--- config.mk ---
export PLATFORM = sky130hd
export DESIGN_NAME = gio_line_ctrl
export DESIGN_NICKNAME = d
export VERILOG_FILES = /design/src/gio_pkg.sv /design/src/gio_edge_filter.sv /design/src/gio_line_ctrl.sv
export SDC_FILE = /design/constraint.sdc
export NUM_CORES = 2
export LEC_CHECK = 0
export BUFFER_PORTS_ARGS = -buffer_cell sky130_fd_sc_hd__buf_2
export CAP_MARGIN = 0
export CORE_MARGIN = 1
export CORE_UTILIZATION = 35
export DETAILED_ROUTE_END_ITERATION = 8
export SYNTH_ARGS = -nofsm -noshare
export SYNTH_HDL_FRONTEND = slang
export SYNTH_SLANG_ARGS = --single-unit
--- constraint.sdc ---
create_clock -name pclk -period 7.2 [get_ports pclk]
set_input_delay 0.72 -clock pclk [delete_from_list [all_inputs] [get_ports pclk]]
set_output_delay 0.72 -clock pclk [all_outputs]
set_load 0.01 [all_outputs]
--- src/gio_pkg.sv ---
// Constants, types and line tables for the grabber I/O line controller
package gio_pkg;

    // Register byte offsets
    localparam logic [7:0] OFS_LINE_SEL   = 8'h00;
    localparam logic [7:0] OFS_LINE_DIR   = 8'h04;
    localparam logic [7:0] OFS_FILT_WIDTH = 8'h08;
    localparam logic [7:0] OFS_OUT_SRC    = 8'h0c;
    localparam logic [7:0] OFS_LVL_STD    = 8'h10;
    localparam logic [7:0] OFS_LINE_STATE = 8'h14;
    localparam logic [7:0] OFS_USER_SEL   = 8'h18;
    localparam logic [7:0] OFS_USER_VAL   = 8'h1c;

    localparam int ADDR_W   = 8;
    localparam int DATA_W   = 32;
    localparam int SEL_W    = 5;
    localparam int SRC_W    = 6;
    localparam int USEL_W   = 5;
    localparam int FILT_W   = 19;
    localparam int CNT_W    = 20;
    localparam int NUM_TMR  = 4;
    localparam int NUM_GRP  = 4;

    // Variant sizes
    localparam int LINES_LARGE = 20;
    localparam int LINES_SMALL = 10;

    // Filter timing
    localparam int CLK_PERIOD_NS  = 100;
    localparam int FILT_STEP_NS   = 20;
    localparam int FILT_MAX_US    = 10000;
    localparam int FILT_MAX_STEPS = FILT_MAX_US * 1000 / FILT_STEP_NS;
    localparam int STEPS_PER_CLK  = CLK_PERIOD_NS / FILT_STEP_NS;

    // Reset values
    localparam logic [SEL_W-1:0]  RST_LINE_SEL = 5'h00;
    localparam logic [FILT_W-1:0] RST_FILT     = 19'h00000;
    localparam logic [USEL_W-1:0] RST_USER_SEL = 5'h00;
    localparam logic              RST_DIR      = 1'b0;

    // Direction field encoding
    localparam logic DIR_INPUT  = 1'b0;
    localparam logic DIR_OUTPUT = 1'b1;

    typedef enum logic [1:0] {
        GIO_STD_OPTO = 2'b00,
        GIO_STD_TTL  = 2'b01,
        GIO_STD_DIFF = 2'b10
    } gio_std_t;

    typedef enum logic [1:0] {
        GIO_KIND_IN    = 2'b00,
        GIO_KIND_OUT   = 2'b01,
        GIO_KIND_BIDIR = 2'b10
    } gio_kind_t;

    typedef struct packed {
        gio_std_t  std;
        gio_kind_t kind;
    } gio_line_t;

    // Fixed line table for either variant
    function automatic gio_line_t gio_line_info(input int n_lines,
                                                input int idx);
        gio_line_t r;
        int        p;
        r = '{std: GIO_STD_OPTO, kind: GIO_KIND_IN};
        if (n_lines == LINES_LARGE) begin
            p = idx % 10;
            if (p < 4) begin
                r = '{std: GIO_STD_OPTO, kind: GIO_KIND_IN};
            end else if (p < 6) begin
                r = '{std: GIO_STD_TTL, kind: GIO_KIND_BIDIR};
            end else if (p < 8) begin
                r = '{std: GIO_STD_OPTO, kind: GIO_KIND_OUT};
            end else begin
                r = '{std: GIO_STD_DIFF, kind: GIO_KIND_IN};
            end
        end else begin
            if (idx < 2) begin
                r = '{std: GIO_STD_DIFF, kind: GIO_KIND_IN};
            end else if (idx < 6) begin
                r = '{std: GIO_STD_OPTO, kind: GIO_KIND_OUT};
            end else begin
                r = '{std: GIO_STD_TTL, kind: GIO_KIND_BIDIR};
            end
        end
        return r;
    endfunction

endpackage

--- src/gio_edge_filter.sv ---
// Glitch filter for one input line, counting in 20 ns steps
`timescale 1ns/1ns
module gio_edge_filter #(
    parameter logic RST_LEVEL = 1'b0
) (
    input  wire logic                       pclk,
    input  wire logic                       presetn,
    input  wire logic                       level_in,
    input  wire logic [gio_pkg::FILT_W-1:0] width,
    output logic                            level_out
);

    logic [gio_pkg::CNT_W-1:0] cnt_reg;
    logic [gio_pkg::CNT_W-1:0] cnt_next;
    logic                      accept;

    // Each clock is several filter steps long
    assign cnt_next = cnt_reg + gio_pkg::CNT_W'(gio_pkg::STEPS_PER_CLK);
    // New level taken only once stable for the full width
    assign accept   = (cnt_next >= {1'b0, width});

    always_ff @(posedge pclk or negedge presetn) begin
        if (!presetn) begin
            cnt_reg <= '0;
        end else if (level_in == level_out || accept) begin
            cnt_reg <= '0;
        end else begin
            cnt_reg <= cnt_next;
        end
    end

    always_ff @(posedge pclk or negedge presetn) begin
        if (!presetn) begin
            level_out <= RST_LEVEL;
        end else if (level_in != level_out && accept) begin
            level_out <= level_in;
        end
    end

endmodule // gio_edge_filter

--- src/gio_line_ctrl.sv ---
// Grabber I/O line controller: APB registers, filters, output routing
//
// Summary of operation
// - Large variant has twenty numbered lines
// - Small variant has ten onboard lines
// - Large: lines 4,5,14,15 bidir, input default
// - Small: lines 6 to 9 bidir, input default
// - Up to sixteen or six input lines
// - Eight output lines: four opto, four bidir
// - Fixed line direction read-only, reports actual
// - Bidir line acts as chosen direction
// - Line index selector resets to zero
// - Input filter width 0-10000 us, 20 ns
// - Pulses shorter than width are removed
// - Large sources: user bits, lines, timers, groups
// - Small sources: user bits, lines, timers, groups
// - Output source resets to timer zero
// - Output follows source without inversion
// - User bit source follows written user value
// - Line source copies that line's input
// - Timer source carries timer waveform
// - Group source follows its user value
// - Selected line level standard readable
// - Large: lines 8,9,18,19 reset true
// - Small: lines 0,1 reset true
// - Output line reports logic state false
`timescale 1ns/1ns
module gio_line_ctrl #(
    parameter int NUM_LINES = gio_pkg::LINES_LARGE
) (
    input  wire logic                        pclk,
    input  wire logic                        presetn,
    input  wire logic                        psel,
    input  wire logic                        penable,
    input  wire logic                        pwrite,
    input  wire logic [gio_pkg::ADDR_W-1:0]  paddr,
    input  wire logic [gio_pkg::DATA_W-1:0]  pwdata,
    output logic      [gio_pkg::DATA_W-1:0]  prdata,
    output logic                             pready,
    output logic                             pslverr,
    input  wire logic [gio_pkg::NUM_TMR-1:0] timer_wave,
    input  wire logic [NUM_LINES-1:0]        line_in,
    output logic      [NUM_LINES-1:0]        line_out,
    output logic      [NUM_LINES-1:0]        line_oe
);

    localparam int NSRC = 2 * NUM_LINES + gio_pkg::NUM_TMR
                          + gio_pkg::NUM_GRP;
    localparam int NUSR = NUM_LINES + gio_pkg::NUM_GRP;
    localparam logic [gio_pkg::SRC_W-1:0] SRC_TIMER0 =
        gio_pkg::SRC_W'(2 * NUM_LINES);

    // Only the two documented line counts have line tables
    generate
        if (NUM_LINES != gio_pkg::LINES_LARGE &&
            NUM_LINES != gio_pkg::LINES_SMALL) begin : g_bad_lines
            $error("NUM_LINES must be 10 or 20");
        end
        if (NSRC > 2 ** gio_pkg::SRC_W ||
            NUSR > 2 ** gio_pkg::USEL_W) begin : g_bad_fields
            $error("fields too narrow");
        end
    endgenerate

    logic [gio_pkg::SEL_W-1:0]  line_sel_reg;
    logic [gio_pkg::USEL_W-1:0] user_sel_reg;

    logic [NUM_LINES-1:0]       dir_reg;
    logic [gio_pkg::FILT_W-1:0] filt_reg [NUM_LINES];
    logic [gio_pkg::SRC_W-1:0]  src_reg  [NUM_LINES];

    logic [NUM_LINES-1:0]       user_bits_reg;
    logic [gio_pkg::NUM_GRP-1:0] group_bits_reg;

    logic [NUM_LINES-1:0]       sync1_reg;
    logic [NUM_LINES-1:0]       sync2_reg;

    logic [NUM_LINES-1:0]       filt_level;
    logic [NUM_LINES-1:0]       is_output;
    logic [NUM_LINES-1:0]       line_state;
    logic [NSRC-1:0]            src_vec;

    logic [gio_pkg::DATA_W-1:0] rd_next;
    logic                       rd_err;
    logic                       wr_err;
    logic                       setup;
    logic                       wr_en;

    logic [gio_pkg::NUM_TMR-1:0] tmr1_reg;
    logic [gio_pkg::NUM_TMR-1:0] tmr2_reg;

    gio_pkg::gio_line_t          sel_info;

    // Decode in setup, commit in access
    assign setup = psel && !penable;
    assign wr_en = psel && penable && pwrite;

    // Selected line table entry; out of range cannot occur
    always_comb begin
        sel_info = gio_pkg::gio_line_info(NUM_LINES, 0);
        for (int i = 0; i < NUM_LINES; i++) begin
            if (line_sel_reg == gio_pkg::SEL_W'(i)) begin
                sel_info = gio_pkg::gio_line_info(NUM_LINES, i);
            end
        end
    end

    // Pins come from outside the clock domain
    always_ff @(posedge pclk or negedge presetn) begin
        if (!presetn) begin
            sync1_reg <= '0;
            sync2_reg <= '0;
        end else begin
            sync1_reg <= line_in;
            sync2_reg <= sync1_reg;
        end
    end

    // Timer waveforms assumed from another block; synchronise anyway
    always_ff @(posedge pclk or negedge presetn) begin
        if (!presetn) begin
            tmr1_reg <= '0;
            tmr2_reg <= '0;
        end else begin
            tmr1_reg <= timer_wave;
            tmr2_reg <= tmr1_reg;
        end
    end

    // Per-line filter, direction and status
    generate
        for (genvar g = 0; g < NUM_LINES; g++) begin : g_line
            localparam gio_pkg::gio_line_t INFO =
                gio_pkg::gio_line_info(NUM_LINES, g);

            // Differential inputs idle true at power-on
            localparam logic RST_LVL =
                (INFO.std == gio_pkg::GIO_STD_DIFF);

            gio_edge_filter #(
                .RST_LEVEL (RST_LVL)
            ) u_filt (
                .pclk      (pclk),
                .presetn   (presetn),
                .level_in  (sync2_reg[g]),
                .width     (filt_reg[g]),
                .level_out (filt_level[g])
            );

            // Fixed kinds ignore the direction bit entirely
            assign is_output[g] =
                (INFO.kind == gio_pkg::GIO_KIND_OUT) ||
                (INFO.kind == gio_pkg::GIO_KIND_BIDIR &&
                 dir_reg[g] == gio_pkg::DIR_OUTPUT);

            // Drivers do not read their pin
            assign line_state[g] =
                is_output[g] ? 1'b0 : filt_level[g];

            assign line_oe[g] = is_output[g];

            // Fixed lines drop these writes
            always_ff @(posedge pclk or negedge presetn) begin
                if (!presetn) begin
                    dir_reg[g] <= gio_pkg::RST_DIR;
                end else if (wr_en && paddr == gio_pkg::OFS_LINE_DIR &&
                             line_sel_reg == gio_pkg::SEL_W'(g) &&
                             INFO.kind == gio_pkg::GIO_KIND_BIDIR) begin
                    dir_reg[g] <= pwdata[0];
                end
            end

            always_ff @(posedge pclk or negedge presetn) begin
                if (!presetn) begin
                    filt_reg[g] <= gio_pkg::RST_FILT;
                end else if (wr_en && paddr == gio_pkg::OFS_FILT_WIDTH &&
                             line_sel_reg == gio_pkg::SEL_W'(g) &&
                             pwdata <= gio_pkg::DATA_W'(
                                 gio_pkg::FILT_MAX_STEPS)) begin
                    filt_reg[g] <= pwdata[gio_pkg::FILT_W-1:0];
                end
            end

            always_ff @(posedge pclk or negedge presetn) begin
                if (!presetn) begin
                    src_reg[g] <= SRC_TIMER0;
                end else if (wr_en && paddr == gio_pkg::OFS_OUT_SRC &&
                             line_sel_reg == gio_pkg::SEL_W'(g) &&
                             pwdata < gio_pkg::DATA_W'(NSRC)) begin
                    src_reg[g] <= pwdata[gio_pkg::SRC_W-1:0];
                end
            end

            // Registered pin drive; inputs and idle drive low
            always_ff @(posedge pclk or negedge presetn) begin
                if (!presetn) begin
                    line_out[g] <= 1'b0;
                end else if (is_output[g]) begin
                    line_out[g] <= src_vec[src_reg[g]];
                end else begin
                    line_out[g] <= 1'b0;
                end
            end
        end
    endgenerate

    // Source order: user bits, line levels, timers, group levels
    assign src_vec = {group_bits_reg,
                      tmr2_reg,
                      filt_level,
                      user_bits_reg};

    // Line index selector
    always_ff @(posedge pclk or negedge presetn) begin
        if (!presetn) begin
            line_sel_reg <= gio_pkg::RST_LINE_SEL;
        end else if (wr_en && paddr == gio_pkg::OFS_LINE_SEL &&
                     pwdata < gio_pkg::DATA_W'(NUM_LINES)) begin
            line_sel_reg <= pwdata[gio_pkg::SEL_W-1:0];
        end
    end

    // User level selector: user bits then group entries
    always_ff @(posedge pclk or negedge presetn) begin
        if (!presetn) begin
            user_sel_reg <= gio_pkg::RST_USER_SEL;
        end else if (wr_en && paddr == gio_pkg::OFS_USER_SEL &&
                     pwdata < gio_pkg::DATA_W'(NUSR)) begin
            user_sel_reg <= pwdata[gio_pkg::USEL_W-1:0];
        end
    end

    // Writes of the user level value land in the selected entry
    always_ff @(posedge pclk or negedge presetn) begin
        if (!presetn) begin
            user_bits_reg  <= '0;
            group_bits_reg <= '0;
        end else if (wr_en && paddr == gio_pkg::OFS_USER_VAL) begin
            for (int i = 0; i < NUM_LINES; i++) begin
                if (user_sel_reg == gio_pkg::USEL_W'(i)) begin
                    user_bits_reg[i] <= pwdata[0];
                end
            end
            for (int j = 0; j < gio_pkg::NUM_GRP; j++) begin
                if (user_sel_reg == gio_pkg::USEL_W'(NUM_LINES + j)) begin
                    group_bits_reg[j] <= pwdata[0];
                end
            end
        end
    end

    // Read mux and decode errors
    always_comb begin
        rd_next = '0;
        rd_err  = 1'b0;
        case (paddr)
            gio_pkg::OFS_LINE_SEL: begin
                rd_next[gio_pkg::SEL_W-1:0] = line_sel_reg;
            end
            gio_pkg::OFS_LINE_DIR: begin
                // Bit 1: is bit 0 writable
                rd_next[0] = is_output[line_sel_reg];
                rd_next[1] = (sel_info.kind == gio_pkg::GIO_KIND_BIDIR);
            end
            gio_pkg::OFS_FILT_WIDTH: begin
                rd_next[gio_pkg::FILT_W-1:0] = filt_reg[line_sel_reg];
            end
            gio_pkg::OFS_OUT_SRC: begin
                rd_next[gio_pkg::SRC_W-1:0] = src_reg[line_sel_reg];
            end
            gio_pkg::OFS_LVL_STD: begin
                rd_next[1:0] = sel_info.std;
            end
            gio_pkg::OFS_LINE_STATE: begin
                rd_next[NUM_LINES-1:0] = line_state;
            end
            gio_pkg::OFS_USER_SEL: begin
                rd_next[gio_pkg::USEL_W-1:0] = user_sel_reg;
            end
            gio_pkg::OFS_USER_VAL: begin
                // Guarded selector keeps this in range
                rd_next[0] = (user_sel_reg < gio_pkg::USEL_W'(NUM_LINES))
                    ? user_bits_reg[user_sel_reg]
                    : group_bits_reg[2'(user_sel_reg - gio_pkg::USEL_W'(
                          NUM_LINES))];
            end
            default: begin
                rd_err = 1'b1;
            end
        endcase
    end

    // Writes to read-only or unmapped words, or out-of-range values
    always_comb begin
        wr_err = 1'b0;
        case (paddr)
            gio_pkg::OFS_LINE_SEL:
                wr_err = (pwdata >= gio_pkg::DATA_W'(NUM_LINES));
            gio_pkg::OFS_LINE_DIR:
                wr_err = (sel_info.kind != gio_pkg::GIO_KIND_BIDIR);
            gio_pkg::OFS_FILT_WIDTH:
                wr_err = (pwdata > gio_pkg::DATA_W'(
                    gio_pkg::FILT_MAX_STEPS));
            gio_pkg::OFS_OUT_SRC:
                wr_err = (pwdata >= gio_pkg::DATA_W'(NSRC));
            gio_pkg::OFS_USER_SEL:
                wr_err = (pwdata >= gio_pkg::DATA_W'(NUSR));
            gio_pkg::OFS_USER_VAL:
                wr_err = 1'b0;
            default:
                wr_err = 1'b1;
        endcase
    end

    // Read data captured in the setup cycle so it comes from a flop
    always_ff @(posedge pclk or negedge presetn) begin
        if (!presetn) begin
            prdata <= '0;
        end else if (setup) begin
            prdata <= pwrite ? '0 : rd_next;
        end
    end

    // Error captured with the request; address is stable through access
    always_ff @(posedge pclk or negedge presetn) begin
        if (!presetn) begin
            pslverr <= 1'b0;
        end else if (setup) begin
            pslverr <= pwrite ? wr_err : rd_err;
        end else if (!psel) begin
            pslverr <= 1'b0;
        end
    end

    // Zero wait states
    assign pready = 1'b1;

endmodule // gio_line_ctrl

Word level (Yosys, flattened, before mapping)

Cells that the tools add are included.

Logic and storage cells: 528
Register bits: 1047
Input bits: 69

Add/sub/neg operators: 21
Equal/unequal tests: 92
Reductions and logical operators: 164
Bitwise operators: 1
Muxes and demuxes: 85
$lt $le $gt $ge: 41

Operator list:

| operator                                                         | number |
|---|---|
| 2-to-1 mux 20 bit                                                | 21 |
| adder 20 x 3 -> 20 bit (second input constant)                   | 20 |
| >= comparator 20 x 19 -> 1 bit                                   | 20 |
| logical AND 1 bit                                                | 115 |
| binary-select mux 19 bit (select 5 bit)                          | 1 |
| equality test 5 x 4 -> 1 bit (second input constant)             | 16 |
| >= comparator 32 x 5 -> 1 bit (second input constant)            | 2 |
| less-than comparator 32 x 5 -> 1 bit (second input constant)     | 2 |
| equality test 5 bit (second input constant)                      | 12 |
| less-than comparator 6 x 7 -> 1 bit (second input constant)      | 8 |
| binary-select mux 1 bit (select 6 bit)                           | 8 |
| 2-to-1 mux 4 bit                                                 | 12 |
| AND reduction 2 bit                                              | 24 |
| equality test 5 x 3 -> 1 bit (second input constant)             | 8 |
| 2-to-1 mux 19 bit                                                | 2 |
| equality test 8 x 5 -> 1 bit (second input constant)             | 4 |
| >= comparator 32 x 6 -> 1 bit (second input constant)            | 1 |
| greater-than comparator 32 x 19 -> 1 bit (second input constant) | 1 |
| <= comparator 32 x 19 -> 1 bit (second input constant)           | 1 |
| less-than comparator 32 x 6 -> 1 bit (second input constant)     | 1 |
| binary-select mux 6 bit (select 5 bit)                           | 1 |
| one-hot mux 13 bit (2 select lines)                              | 1 |
| 2-to-1 mux 1 bit                                                 | 25 |
| equality test 1 bit                                              | 20 |
| other kinds (28)                                                 | 78 |

Longest topological paths before layout

Depth in word-level cells: 21
Gate-level depth with buffers: 14

Cells and area by module

Synthesis repeated with hierarchy kept, for this count alone.

Cell total of the unflattened synthesis: 5229
Area, all modules: 63121.8 µm²

By module, submodules not included:

| module                                   | cells each | seq. area each (µm²) | area each (µm²) | times used |
|---|---|---|---|---|
| gio_line_ctrl                            | 2050       | 15439.8              | 31930.6         | 1 |
| gio_edge_filter at g_line[13].u_filt ... | 160        | 525.5                | 1552.7          | 9 |
| gio_edge_filter at g_line[0].u_filt ...  | 157        | 525.5                | 1571.5          | 7 |
| gio_edge_filter at g_line[18].u_filt ... | 160        | 526.8                | 1554.0          | 4 |

Worst setup path after synthesis

No wires, ideal clock.

Kind: register -> register
From: reg g_line[17].u_filt.cnt_reg[0] (netlist bit)
To: reg g_line[17].u_filt.cnt_reg[13] (netlist bit)
Path slack: 3.890 ns
Setup time: 0.132 ns
Stages on the path, launching flop included: 13
Path buffers: 1
Period minus slack after synthesis: 3.310 ns
Data required time: 7.068 ns
Arrival time: 3.178 ns
Path through: dfrtp_1 -> ha_1 -> o21ai_0 -> nor2_1 -> and3_1 -> and3_1 -> xor2_1 -> ha_1 -> o211ai_1 -> o21a_1 -> o311ai_1 -> clkbuf_1 -> nor2b_1

Word-level cells in the longest chain between the ends: 4

RTL lines:

| element                        | line                  | RTL |
|---|---|---|
| start: declaration             | gio_edge_filter.sv:13 | `logic [gio_pkg::CNT_W-1:0] cnt_reg;` |
| start signal: assignment       | gio_edge_filter.sv:28 | `cnt_reg <= cnt_next;` |
| adder 20 x 3 -> 20 bit (*)     | gio_edge_filter.sv:18 | `assign cnt_next = cnt_reg + gio_pkg::CNT_W'(gio_pkg::STEPS_PER_CLK);` |
| >= comparator 20 x 19 -> 1 bit | gio_edge_filter.sv:20 | `assign accept = (cnt_next >= {1'b0, width});` |
| logical OR 1 bit               | gio_edge_filter.sv:25 | `end else if (level_in == level_out \|\| accept) begin` |
| 2-to-1 mux 20 bit (*)          | gio_edge_filter.sv:25 |  |

Mark *: on every way between the ends. The rest lies on a longest branch, timed or not.
A chain may end at the register's enable or synchronous reset.

Worst setup path after layout

From: reg line_sel_reg[1] (netlist bit)
To: reg filt_reg[102] (netlist bit)

Word-level cells in the longest chain between the ends: 3

RTL lines:

| element                        | line                 | RTL |
|---|---|---|
| start: declaration             | gio_line_ctrl.sv:65  | `logic [gio_pkg::SEL_W-1:0] line_sel_reg;` |
| start signal: assignment       | gio_line_ctrl.sv:216 | `line_sel_reg <= gio_pkg::RST_LINE_SEL;` |
| start signal: assignment       | gio_line_ctrl.sv:219 | `line_sel_reg <= pwdata[gio_pkg::SEL_W-1:0];` |
| equality test 5 x 4 -> 1 bit   | gio_line_ctrl.sv:177 | `line_sel_reg == gio_pkg::SEL_W'(g) &&` |
| logical AND 1 bit              | gio_line_ctrl.sv:176 | `end else if (wr_en && paddr == gio_pkg::OFS_FILT_WIDTH &&` |
| logical AND 1 bit              | gio_line_ctrl.sv:177 |  |
| end signal: indexed assignment | gio_line_ctrl.sv:175 | `filt_reg[g] <= gio_pkg::RST_FILT;` |
| end signal: indexed assignment | gio_line_ctrl.sv:180 | `filt_reg[g] <= pwdata[gio_pkg::FILT_W-1:0];` |
| end: declaration               | gio_line_ctrl.sv:69  | `logic [gio_pkg::FILT_W-1:0] filt_reg [NUM_LINES];` |

No other way between the ends.

==> impl_metrics.env <==
export IMPL_status="finished clean"
export IMPL_worstSetupEndpointType="flip-flop"
export IMPL_vias=42300
export IMPL_fin_area_um2=67900
export IMPL_p_switching_uw=4100
export IMPL_arrival_ns=4.61
export IMPL_synth_area_per_cell_um2=11.4
export IMPL_numCtsBuffers=115
export IMPL_critical_path_buf_inv_count=1
export IMPL_cts_root_buf="clkbuf_16"
export IMPL_post_cts_buffers=0
export IMPL_syn_inst=5310
export IMPL_seq_power_share_pct=43.3
export IMPL_worstSetupPathType="reg -> reg"
export IMPL_detail_route_first_pass_iterations=5
export IMPL_dp_hpwl_um=130000
export IMPL_setup_violations=0
export IMPL_cts_resized_gates=0
export IMPL_clk_pin_slew_ns=0.06
export IMPL_path_cells="buf_4, nor3b_1, nand3_1, nor2_1, and3_1, mux2_2"
export IMPL_cp_top_family="simple AND/OR/NAND/NOR gates"
export IMPL_regArea_um2=26000
export IMPL_clockPowerShare_pct=44.0
export IMPL_io_buffer_count=101
export IMPL_die_w_um=418
export IMPL_post_route_period_util_pct=54.9
export IMPL_drv_cap=0
export IMPL_synth_edff_count=0
export IMPL_cpMaxStageDelayCell="and3_1"
export IMPL_path_max_fanout=41
export IMPL_slowest_delay_ns=0.87
export IMPL_drtAntennaViolNets=0
export IMPL_viasPerCell=5.42
export IMPL_grt_max_degree=171
export IMPL_async_flop_share_pct=100
export IMPL_gp_congestion=0.931
export IMPL_leakagePower_uw=0.0311
export IMPL_worstMarginPinSlew_ns=1.16
export IMPL_antenna_found_initial=5
export IMPL_swShare_pct=27.9
export IMPL_ys_seq_elements=1035
export IMPL_hp_class="in -> reg"
export IMPL_area_delta_synth_final_pct=12.1
export IMPL_fp_coreArea_um2=172000
export IMPL_htreeDepth=3
export IMPL_drtIter0Drc=3661
export IMPL_tritoncts="built"
export IMPL_slew_violations=0
export IMPL_rsz0062_at_grt="false"
export IMPL_multi_input_area_um2=32000
export IMPL_ys_flop_type="dfrtp_1"
export IMPL_grt_pass1_vias=42300
export IMPL_grt_pass1_wl_um=270000
export IMPL_internal_power_uw=10600
export IMPL_overflow=0
export IMPL_die_area_um2=175000
export IMPL_drt_total_wl_um=178000
export IMPL_row_count=152
export IMPL_fin_crit_ns=3.96
export IMPL_drt_drc_violations_left=0
export IMPL_initial_core_util_pct=35.3
export IMPL_comb_power_share_pct=12.7
export IMPL_dp_cells=7581
export IMPL_ys_warnings_count=0
export IMPL_synthesis_area_um2=60600
export IMPL_max_freq_mhz=253
export IMPL_grt_total_usage_pct=20.4
export IMPL_drive_above_1_share_pct=17.9
export IMPL_synth_seq_area_share_pct=42.8
export IMPL_yosysUniqueCellTypes=83
export IMPL_whs_ns=0.0560
export IMPL_pwr_density_cell_nw_per_um2=217
export IMPL_clkSinkCount=1035
export IMPL_nets=5861
export IMPL_largest_reg_flops=400
export IMPL_vdd_drop_max_mv=0.182
export IMPL_instances_no_fill=7804
export IMPL_worstSkewPairLatency_ns=0.78
export IMPL_wl_per_cell_um=22.8
export IMPL_finalSetupTns_ns=0
export IMPL_relSlewSlack_pct=22.9
export IMPL_clock_path_buffers=3
export IMPL_place_area_um2=63700
export IMPL_cp_start_kind="flip-flop"
export IMPL_cp_required_ns=7.86
export IMPL_skew_ns=0.0465
export IMPL_fillCellCount=16300
export IMPL_p_total_uw=14700
export IMPL_finalHoldViolations=0
export IMPL_die_height_um=418
export IMPL_io_pins=143
-- cell type report --
cell class	instances	share of cell area (%)
diodes	2	0.00737
clock buffers	166	4.97
clock inverters	51	1.19
inverters	462	2.55
multi-input cells	3609	47.1
flip-flops and latches	1035	38.2
well taps	2310	4.26
repair buffers	169	1.65
-- power groups by stage --
stage               Clock (µW)  Combinational (µW)  Sequential [µW]
finish                    6480                1870             6380
global placement             0                1820             6460
CTS                       6610                1890             6370
detailed placement           0                1880             6470
global route              6840                2100             6400
floorplan                    0                1270             6240
-- path summary, 6_finish.rpt --
path	slack (ns)	from	cells after the start	end
hold / removal	0.06	line_in[8]	1	sync1_reg[8]$_DFF_PN0_
hold reg to reg	0.34	sync1_reg[16]$_DFF_PN0_	0	sync2_reg[16]$_DFF_PN0_
min in group asynchronous	0.51	presetn	2	g_line[0].u_filt.cnt_reg[13]$_DFF_PN0_
setup reg to reg	3.24	line_sel_reg[1]$_DFFE_PN0P_	6	filt_reg[102]$_DFFE_PN0P_
max in group asynchronous	4.95	presetn	4	g_line[3].u_filt.cnt_reg[6]$_DFF_PN0_
setup / recovery	3.24	line_sel_reg[1]$_DFFE_PN0P_	6	filt_reg[102]$_DFFE_PN0P_
-- metal layers --
layer  vias to the layer above  routed length (µm)  share of wire [%]  GRT usage, %
met5                         -                  26              0.015             0
met4                         4                9710                5.5          10.5
met3                       374                9920                5.6          2.87
met2                      1328               82700                 46          32.5
met1                     21500               75700                 43          27.1
li1                      19100                   -                  -             -
-- cells in the mapped netlist, types with 19 or more instances --
master	n	share of area, %
mux2_1	228	4.2
nor4_1	22	0.23
dfrtp_1	991	41
buf_2	34	0.28
ha_1	400	8.3
and4_1	51	0.74
buf_4	47	0.58
o21ai_1	36	0.30
mux4_2	248	9.2
nand4_1	100	1.0
a22oi_1	24	0.30
a21o_1	26	0.32
mux2_2	278	5.2
o21ai_0	105	0.87
a221oi_1	25	0.36
a211oi_1	55	0.68
nor2b_1	329	3.4
dfstp_2	44	1.9
a21oi_1	112	0.93
a211o_1	19	0.27
nand3_1	90	0.74
and2_1	28	0.29
nor3_1	45	0.37
nand2b_1	39	0.40
clkbuf_1	152	0.94
nor2_1	237	1.5
nand2_1	288	1.8
xor2_1	173	2.5
xnor2_1	190	2.7
inv_1	461	2.9
buf_1	25	0.15
and3_1	62	0.64
mux2i_1	65	1.1
o31ai_1	19	0.24
o2111ai_1	33	0.48
o211ai_1	28	0.35
-- logic make-up after synthesis --
kind of cell               synth area share [%]
adders and majority gates                  8.26
other                                    0.0124
muxes                                      19.7
AOI/OAI and AO/OA                          6.59
and+or+nand+nor                            12.4
xor gates and xnor gates                   5.25
DFF                                        42.8
buffers and inverters                      4.92
-- metrics by stage --
step	util (%)	setup WS [ns]
floorplan	-	3.89
global placement	37.1	2.75
detailed placement	37.1	2.66
CTS	39.5	3.31
global route	39.5	3.11
finish	39.5	3.24
-- what timing repair did --
action                     CTS  global route
hold endpoints to repair    58             0
setup endpoints to repair    0             0
hold buffers                 4             0
-- cell usage in the layout (no fill, tap or decap), types with 105 or more instances in the layout --
| cell type | count |
|---|---|
| a21oi_1 | 112 |
| clkbuf_16 | 117 |
| dfrtp_1 | 989 |
| ha_1 | 400 |
| inv_1 | 461 |
| mux2_1 | 228 |
| mux2_2 | 278 |
| mux4_2 | 248 |
| nand2_1 | 288 |
| nor2_1 | 237 |
| nor2b_1 | 329 |
| o21ai_0 | 105 |
| xnor2_1 | 190 |
| xor2_1 | 173 |
No activity file was read; power rests on OpenSTA's default activity.
